$ cat config.mk
export PLATFORM = sky130hd
export DESIGN_NAME = flow_sensor_word_decoder
export DESIGN_NICKNAME = d
export VERILOG_FILES = /design/src/flow_unit_pkg.sv /design/src/flow_sensor_word_decoder.sv /design/src/field_match.sv
export VERILOG_INCLUDE_DIRS = /design/src
export SDC_FILE = /design/constraint.sdc
export NUM_CORES = 1
export LEC_CHECK = 0
export BUFFER_PORTS_ARGS = -buffer_cell sky130_fd_sc_hd__buf_2
export CAP_MARGIN = 20
export CORE_UTILIZATION = 35
export DETAILED_ROUTE_END_ITERATION = 8
export GPL_TIMING_DRIVEN = 1
export PLACE_DENSITY = 0.58
export SYNTH_ARGS = -nofsm -noshare
export SYNTH_HDL_FRONTEND = slang
export SYNTH_SLANG_ARGS = --single-unit
$ cat constraint.sdc
create_clock -name clk -period 7.95 [get_ports clk]
set_input_delay 0 -clock clk [delete_from_list [all_inputs] [get_ports clk]]
set_output_delay 0 -clock clk [all_outputs]
set_load 0.05 [all_outputs]
$ cat src/flow_unit_defs.svh
// Field positions, encodings, reset values and scaling constants of the flow word decoder
`ifndef FLOW_UNIT_DEFS_SVH
`define FLOW_UNIT_DEFS_SVH

// ==========================================================
// Descriptor field layout
`define UNIT_INFO_BITS 13
`define PREFIX_HI 3
`define PREFIX_LO 0
`define TBASE_HI 7
`define TBASE_LO 4
`define BASE_HI 12
`define BASE_LO 8

// ==========================================================
// Recognised field encodings
`define PREFIX_ONE 4'h8
`define TBASE_PER_MIN 4'h4
`define BASE_STD_LITRE 5'h01
`define DESC_SLM 16'h0148

// ==========================================================
// Reset values
`define DESC_RESET 16'h0148
`define TEMP_RESET 16'h0000

// ==========================================================
// Temperature conversion: degrees = (raw - offset) / scale
`define TEMP_OFFSET 17'h00000
`define TEMP_SCALE 17'h000C8

`endif

$ cat src/flow_unit_pkg.sv
// Types shared by the flow word decoder, the sensor model and the testbench
package flow_unit_pkg;

   // ==========================================================
   // Kind of word delivered by the serial engine
   typedef enum logic [0:0] {
      WORD_TEMP,
      WORD_UNIT
   } word_kind_t;

   // ==========================================================
   // One received data word with its kind
   typedef struct packed {
      logic valid;
      word_kind_t kind;
      logic [15:0] data;
   } sensor_word_t;

   // ==========================================================
   // Decoded flow unit constituents
   typedef struct packed {
      logic [4:0] base;
      logic [3:0] time_base;
      logic [3:0] prefix;
   } flow_unit_t;

   // ==========================================================
   // Whole state of the decoder
   typedef struct packed {
      logic signed [15:0] temp_raw;
      logic signed [15:0] temp_c;
      logic temp_valid;
      flow_unit_t unit;
      logic is_slm;
      logic unit_valid;
      logic unsupported;
      logic [15:0] desc;
      logic [15:0] rd_word;
      logic rd_valid;
   } decoder_state_t;

endpackage

$ cat src/flow_sensor_word_decoder.sv
// Decoder for temperature and flow-unit descriptor words read from a flow sensor
`timescale 1ns/10ps
`include "flow_unit_defs.svh"
module flow_sensor_word_decoder
   import flow_unit_pkg::*;
(
   input wire logic clk,
   input wire logic rst_n,
   input sensor_word_t word_in,
   input wire logic read_unit_cmd,
   output logic signed [15:0] temp_raw,
   output logic signed [15:0] temp_c,
   output logic temp_valid,
   output flow_unit_t unit,
   output logic unit_is_slm,
   output logic unit_valid,
   output logic unit_unsupported,
   output logic [15:0] unit_word,
   output logic unit_word_valid
);

   // ==========================================================
   // State registers
   decoder_state_t st; // Registered state
   decoder_state_t next_st; // Value for the next edge
   logic temp_take; // Temperature word this cycle
   logic unit_take; // Descriptor word this cycle
   logic match_prefix; // Prefix code recognised
   logic match_tbase; // Time base code recognised
   logic match_base; // Base unit code recognised
   logic all_known; // Every field recognised
   logic signed [16:0] temp_diff; // Raw minus offset, one bit wider
   logic signed [16:0] temp_quot; // Whole degrees before narrowing

   assign temp_take = word_in.valid && (word_in.kind == WORD_TEMP);
   assign unit_take = word_in.valid && (word_in.kind == WORD_UNIT);

   // ==========================================================
   // Field checkers, one per constituent
   field_match #(.W(4), .CODE(`PREFIX_ONE)) u_prefix (
      .field(word_in.data[`PREFIX_HI:`PREFIX_LO]),
      .match(match_prefix)
   );
   field_match #(.W(4), .CODE(`TBASE_PER_MIN)) u_tbase (
      .field(word_in.data[`TBASE_HI:`TBASE_LO]),
      .match(match_tbase)
   );
   field_match #(.W(5), .CODE(`BASE_STD_LITRE)) u_base (
      .field(word_in.data[`BASE_HI:`BASE_LO]),
      .match(match_base)
   );

   // Upper three bits take no part in the decision
   assign all_known = match_prefix && match_tbase && match_base;

   // ==========================================================
   // Next-state logic
   // Temperature scaling sits here too, so the state has one combinational filler
   always_comb begin
      next_st = st;
      // Sign extended first, so a negative reading never wraps
      // Constant divisor, so no multi-cycle divider is needed
      temp_diff = $signed({word_in.data[15], word_in.data}) - $signed(`TEMP_OFFSET);
      temp_quot = temp_diff / $signed(`TEMP_SCALE);
      // Pulses default low
      next_st.temp_valid = 1'b0;
      next_st.unit_valid = 1'b0;
      next_st.rd_valid = 1'b0;
      // Temperature word
      if (temp_take) begin
         next_st.temp_raw = $signed(word_in.data);
         next_st.temp_c = temp_quot[15:0];
         next_st.temp_valid = 1'b1;
      end
      // Descriptor word
      if (unit_take) begin
         if (all_known) begin
            next_st.unit.prefix = word_in.data[`PREFIX_HI:`PREFIX_LO];
            next_st.unit.time_base = word_in.data[`TBASE_HI:`TBASE_LO];
            next_st.unit.base = word_in.data[`BASE_HI:`BASE_LO];
            // Upper bits stored as zero, they carry no unit meaning
            next_st.desc = {3'h0, word_in.data[`UNIT_INFO_BITS-1:0]};
            next_st.is_slm = ({3'h0, word_in.data[`UNIT_INFO_BITS-1:0]}
                              == `DESC_SLM);
            next_st.unit_valid = 1'b1;
            next_st.unsupported = 1'b0;
         end else begin
            // Flag only; previous decode stays visible
            next_st.unsupported = 1'b1;
         end
      end
      // Read command returns the descriptor held before this edge
      if (read_unit_cmd) begin
         next_st.rd_word = st.desc;
         next_st.rd_valid = 1'b1;
      end
   end

   // ==========================================================
   // State register with synchronous reset
   always_ff @(posedge clk) begin
      if (!rst_n) begin
         st.temp_raw <= `TEMP_RESET;
         st.temp_c <= `TEMP_RESET;
         st.temp_valid <= 1'b0;
         // Powers up describing standard litres per minute
         st.unit.prefix <= `PREFIX_ONE;
         st.unit.time_base <= `TBASE_PER_MIN;
         st.unit.base <= `BASE_STD_LITRE;
         st.is_slm <= 1'b1;
         st.unit_valid <= 1'b0;
         st.unsupported <= 1'b0;
         st.desc <= `DESC_RESET;
         st.rd_word <= 16'h0000;
         st.rd_valid <= 1'b0;
      end else begin
         st <= next_st;
      end
   end

   // ==========================================================
   // Outputs, all from flip-flops
   assign temp_raw = st.temp_raw;
   assign temp_c = st.temp_c;
   assign temp_valid = st.temp_valid;
   assign unit = st.unit;
   assign unit_is_slm = st.is_slm;
   assign unit_valid = st.unit_valid;
   assign unit_unsupported = st.unsupported;
   assign unit_word = st.rd_word;
   assign unit_word_valid = st.rd_valid;
endmodule

$ cat src/field_match.sv
// Compares one descriptor field with its single recognised encoding
`timescale 1ns/10ps
module field_match #(
   parameter int W = 4,
   parameter logic [W-1:0] CODE = '0
) (
   input wire logic [W-1:0] field,
   output logic match
);

   // ==========================================================
   // Plain equality; only one code per field is defined so far
   assign match = (field == CODE);

endmodule

==> flow_summary.html <==
<table>
<tr><th>Metric</th><th>Value</th></tr>
<tr><th colspan="2">Die</th></tr>
<tr><td>Horizontal die dimension</td><td>119 um</td></tr>
<tr><td>Core Rows</td><td>42</td></tr>
<tr><td>Chip Height</td><td>119 um</td></tr>
<tr><td>Area enclosed by the die boundary</td><td>14,100 um^2</td></tr>
<tr><td>Io pins</td><td>87</td></tr>
<tr><td>Starting Density</td><td>36.0%</td></tr>
<tr><td>Placeable core area</td><td>13,300 um^2</td></tr>
<tr><th colspan="2">Synth</th></tr>
<tr><td>Instance count of the mapped netlist</td><td>592</td></tr>
<tr><td>Cell types with the largest area share after synthesis</td><td>dfxtp_1 (26%), nand2_1 (6.1%), mux2i_1 (4.4%)</td></tr>
<tr><td>Cell type contributing the most total cell area after synthesis</td><td>dfxtp_1</td></tr>
<tr><td>Prevailing post-synth register cell</td><td>dfxtp_1</td></tr>
<tr><td>Yosys cell types</td><td>91</td></tr>
<tr><td>Number of storage elements in the synthesis netlist</td><td>63</td></tr>
<tr><td>Synthesized area per cell</td><td>8.08 um^2</td></tr>
<tr><td>Yosys warning total</td><td>0</td></tr>
<tr><td>Synth async-reset ratio</td><td>0%</td></tr>
<tr><td>Share of synthesized area occupied by flip-flops and latches</td><td>26.4%</td></tr>
<tr><td>Count of flip-flops with a built-in enable after synthesis</td><td>0</td></tr>
<tr><td>Area fraction of the dominant cell type after synthesis</td><td>26.4%</td></tr>
<tr><td>Cell area after technology mapping</td><td>4780 um^2</td></tr>
<tr><th colspan="2">Global route</th></tr>
<tr><td>Sum of overflow across all layers after global routing</td><td>0</td></tr>
<tr><td>Total routing usage reported by global routing</td><td>20.0%</td></tr>
<tr><td>Pin count of the biggest net entering global routing</td><td>54</td></tr>
<tr><td>Number of global-route vias before repair</td><td>4,466</td></tr>
<tr><td>Wire length of the first global-routing pass</td><td>23.2 mm</td></tr>
<tr><td>Antenna violations before repair</td><td>0</td></tr>
<tr><th colspan="2">Layout</th></tr>
<tr><td>Number of inserted diodes</td><td>0</td></tr>
<tr><td>Fraction of final layout cells with drive strength greater than 1</td><td>22.9%</td></tr>
<tr><td>Footprint of the multi-input gates</td><td>3330 um^2</td></tr>
<tr><td>Final-stage net count</td><td>686</td></tr>
<tr><td>Fill cell instance count of the final layout</td><td>1,333</td></tr>
<tr><td>Combined flip-flop and latch cell area</td><td>1260 um^2</td></tr>
<tr><td>Area overhead of the layout relative to synthesis</td><td>19.7%</td></tr>
<tr><th colspan="2">Worst setup path</th></tr>
<tr><td>Endpoint of the worst register-to-register path</td><td>temp_c[5]$_SDFFE_PN0P_</td></tr>
<tr><td>Required time reported for the critical path endpoint</td><td>8.17 ns</td></tr>
<tr><td>Gate family responsible for the most delay along the worst path</td><td>compound AO/OA/AOI/OAI gates</td></tr>
<tr><td>Startpoint types</td><td>input pin</td></tr>
<tr><td>Slowest-stage cell, CP</td><td>o41ai_1</td></tr>
<tr><td>Timing startpoint of the critical path</td><td>word_in[0]</td></tr>
<tr><td>Slack of the worst reg-to-reg path</td><td>7.02 ns</td></tr>
<tr><td>Critical Path AT</td><td>7.81 ns</td></tr>
<tr><td>Critical path class</td><td>in2reg</td></tr>
<tr><td>Cells on worst reg2reg path</td><td>4</td></tr>
<tr><td>Slowest stage delay, CP</td><td>0.60 ns</td></tr>
<tr><td>Critical path buffers and inverters</td><td>3</td></tr>
<tr><td>Largest fanout of any net on the critical path</td><td>10</td></tr>
<tr><td>Critical path capture point type</td><td>flip-flop</td></tr>
<tr><td>WP depth</td><td>28</td></tr>
<tr><td>Capture point of the worst path</td><td>temp_c[8]$_SDFFE_PN0P_</td></tr>
<tr><td>Beginning of the worst register-to-register path</td><td>temp_c[5]$_SDFFE_PN0P_</td></tr>
<tr><th colspan="2">Placed design</th></tr>
<tr><td>Global placement routability congestion</td><td>0.870</td></tr>
<tr><td>IO buf count</td><td>83</td></tr>
<tr><td>HPWL after detailed placement</td><td>10.8 mm</td></tr>
<tr><td>Pre-CTS setup slack</td><td>0.452 ns</td></tr>
<tr><th colspan="2">Run</th></tr>
<tr><td>Max-cap check violation count</td><td>0</td></tr>
<tr><th colspan="2">Clock network</th></tr>
<tr><td>Clock buffer count from CTS</td><td>9</td></tr>
<tr><td>Root Buffer Master</td><td>clkbuf_16</td></tr>
<tr><td>Number of levels in the clock H-tree</td><td>3</td></tr>
<tr><td>CTS Buffer Depth</td><td>2</td></tr>
<tr><td>Post-CTS clock slew at the launch and capture registers of the worst setup and hold paths</td><td>0.05 ns</td></tr>
<tr><td>Later-pin clock latency in the skew report</td><td>0.33 ns</td></tr>
<tr><td>TritonCTS Sinks</td><td>63</td></tr>
<tr><td>CTS tree</td><td>done</td></tr>
<tr><td>Buffers inserted during post-CTS setup optimization</td><td>0</td></tr>
<tr><th colspan="2">Drt</th></tr>
<tr><td>Drt first pass iters</td><td>5</td></tr>
<tr><td>Via count</td><td>4,952</td></tr>
<tr><td>Number of remaining DRC errors</td><td>0</td></tr>
<tr><td>Per-cell routed wire length</td><td>17.1 um</td></tr>
<tr><td>DR vias/cell</td><td>5.87</td></tr>
<tr><td>Sum of routed wire length over all layers</td><td>14.4 mm</td></tr>
<tr><td>Antenna-violating nets left</td><td>0</td></tr>
<tr><td>Violation count after the first detailed-routing iteration</td><td>334</td></tr>
<tr><th colspan="2">Timing</th></tr>
<tr><td>Final Max Tran Viols</td><td>0</td></tr>
<tr><td>Clock Skew</td><td>0.00498 ns</td></tr>
<tr><td>Fin crit share</td><td>95.4%</td></tr>
<tr><td>Time the worst path needs with I/O delays and setup</td><td>7.59 ns</td></tr>
<tr><td>Final hold viol count</td><td>0</td></tr>
<tr><td>Tightest slew margin relative to the limit</td><td>29.3%</td></tr>
<tr><td>Post-route worst setup slack</td><td>0.363 ns</td></tr>
<tr><td>Setup repair after global routing missed its margin</td><td>true</td></tr>
<tr><td>Slew @ Worst Pin</td><td>1.05 ns</td></tr>
<tr><td>Achievable Freq</td><td>132 MHz</td></tr>
<tr><td>Final Setup Violations</td><td>0</td></tr>
<tr><th colspan="2">Power</th></tr>
<tr><td>Power per cell area</td><td>254 nW/um^2</td></tr>
<tr><td>Worst IR Drop VDD</td><td>0.171 mV</td></tr>
<tr><td>Static Leak</td><td>2.23 nW</td></tr>
<tr><td>Overall power after layout</td><td>1.45 mW</td></tr>
<tr><th colspan="2">Run status</th></tr>
<tr><td>Result of the run</td><td>complete, no violations</td></tr>
<tr><th colspan="2">Min path</th></tr>
<tr><td>Path category of the worst min-delay check</td><td>in2reg</td></tr>
</table>
## metrics by stage
step / instances / TNS [ns] / hold WS, ns / utilization [%] / cell area, um^2
6_report: 844 / 0 / 0.0122 / 43.1 / 5720
3_5_place_dp: 820 / 0 / 0.311 / 39.9 / 5300
5_1_grt: 844 / -0.0187 / 0.0449 / 43.1 / 5720
2_1_floorplan: 594 / 0 / 0.145 / - / 4790
4_1_cts: 844 / 0 / 0.00230 / 42.9 / 5700
3_3_place_gp: 820 / 0 / 0.302 / 39.9 / 5300
## layout make-up
cell class	count	share of cell area, %
clock buffers	9	3.93
clock inverters	7	1.68
inverters	6	0.393
multi-input cells	482	58.1
flip-flops and latches	63	22.0
well taps	176	3.85
repair buffers	101	9.97
## flip-flops by register name, indices dropped and copies added, names as in the netlist
signal,flops
st,2
unit_unsupported,1
unit_valid,1
temp_c,16
unit_word,13
unit_word_valid,1
temp_valid,1
temp_raw,16
unit,11
unit_is_slm,1
## synthesized netlist by cell type, types with 6 or more instances
cell type and n:
or3_1 7, xnor2_1 13, o211ai_1 15, dfxtp_1 63, nor4_1 9, a31oi_1 12, a41oi_1 6, nor2_1 22
nor2b_1 27, nand2_1 78, buf_2 10, inv_1 6, nand2b_1 13, o21a_1 6, clkbuf_1 24, nor3_1 14
mux2i_1 21, nor3b_1 7, nand3_1 13, a21boi_0 22, o21ai_0 26, o31ai_1 8, nand4_1 6, a21oi_1 16
and2_1 17
## cells in the final DEF (no fill, tap or decap), types with 5 or more instances in the layout
master and instances:
buf_2 83, nand2_1 78, dfxtp_1 63, nor2b_1 27
o21ai_0 25, a21boi_0 22, nor2_1 21, mux2i_1 21
and2_1 17, o211ai_1 15, nor3_1 14, a21oi_1 14
xnor2_1 13, nand2b_1 13, nand3_1 13, a31oi_1 11
buf_4 10, nor4_1 9, clkbuf_16 9, o31ai_1 8
dlygate4sd3_1 8, or3_1 7, nor3b_1 7, inv_1 6
o21a_1 6, nand4_1 6, o21ai_1 6, xor2_1 5
a41oi_1 5, o2111ai_1 5
## worst min path at each step
stage	from	endpoint	slack, ns	cells after the start
2_1_floorplan	word_in[0]	temp_raw[0]$_SDFFE_PN0P_	0.14	2
6_report	word_in[14]	temp_raw[14]$_SDFFE_PN0P_	0.01	3
5_1_grt	word_in[5]	temp_raw[5]$_SDFFE_PN0P_	0.04	3
3_3_place_gp	word_in[0]	temp_raw[0]$_SDFFE_PN0P_	0.30	3
3_5_place_dp	word_in[0]	temp_raw[0]$_SDFFE_PN0P_	0.31	3
4_1_cts	word_in[14]	temp_raw[14]$_SDFFE_PN0P_	0.002	3
## cells by family (layout without fill, tap and decap cells)
logic type               Yosys count  in the layout  share of synthesized area [%]
adder cells (fa/ha/maj)            3              3                          0.733
AO/OA/AOI/OAI                    186            186                           30.9
AND/OR/NAND/NOR                  246            246                           28.4
XOR/XNOR                          18             18                           3.30
flip-flops                        63             63                           26.4
other                              1              3                         0.0784
multiplexers                      26             26                           5.57
buffers and inverters             49            123                           4.68
## worst register-to-register path: stages, from the launching register on
cell	delay, ns
dfxtp_1	0.35
o21ai_0	0.10
nor2_1	0.16
o21ai_0	0.11
nor3_1	0.14
## repair_timing
item,4_1_cts,5_1_grt
gates resized for setup,0,6
hold buffers,8,0
setup endpoints to repair,0,6
hold endpoints to repair,9,0
## routing by layer
layer / up-vias / GRT usage (%) / share of wire (%)
met5: - / 0 / 0
met4: 0 / 4.75 / 1.2
met3: 20 / 3.54 / 5.8
met2: 188 / 31.8 / 46
met1: 2374 / 27.8 / 47
li1: 2370 / - / -
## where the power goes
group          internal (mW)  switching, mW  total [mW]
Clock                  0.275          0.143       0.418
Combinational          0.238          0.456       0.694
Sequential             0.331        0.00854       0.340
Total                  0.845          0.608        1.45
(Power assumes the default switching activity.)
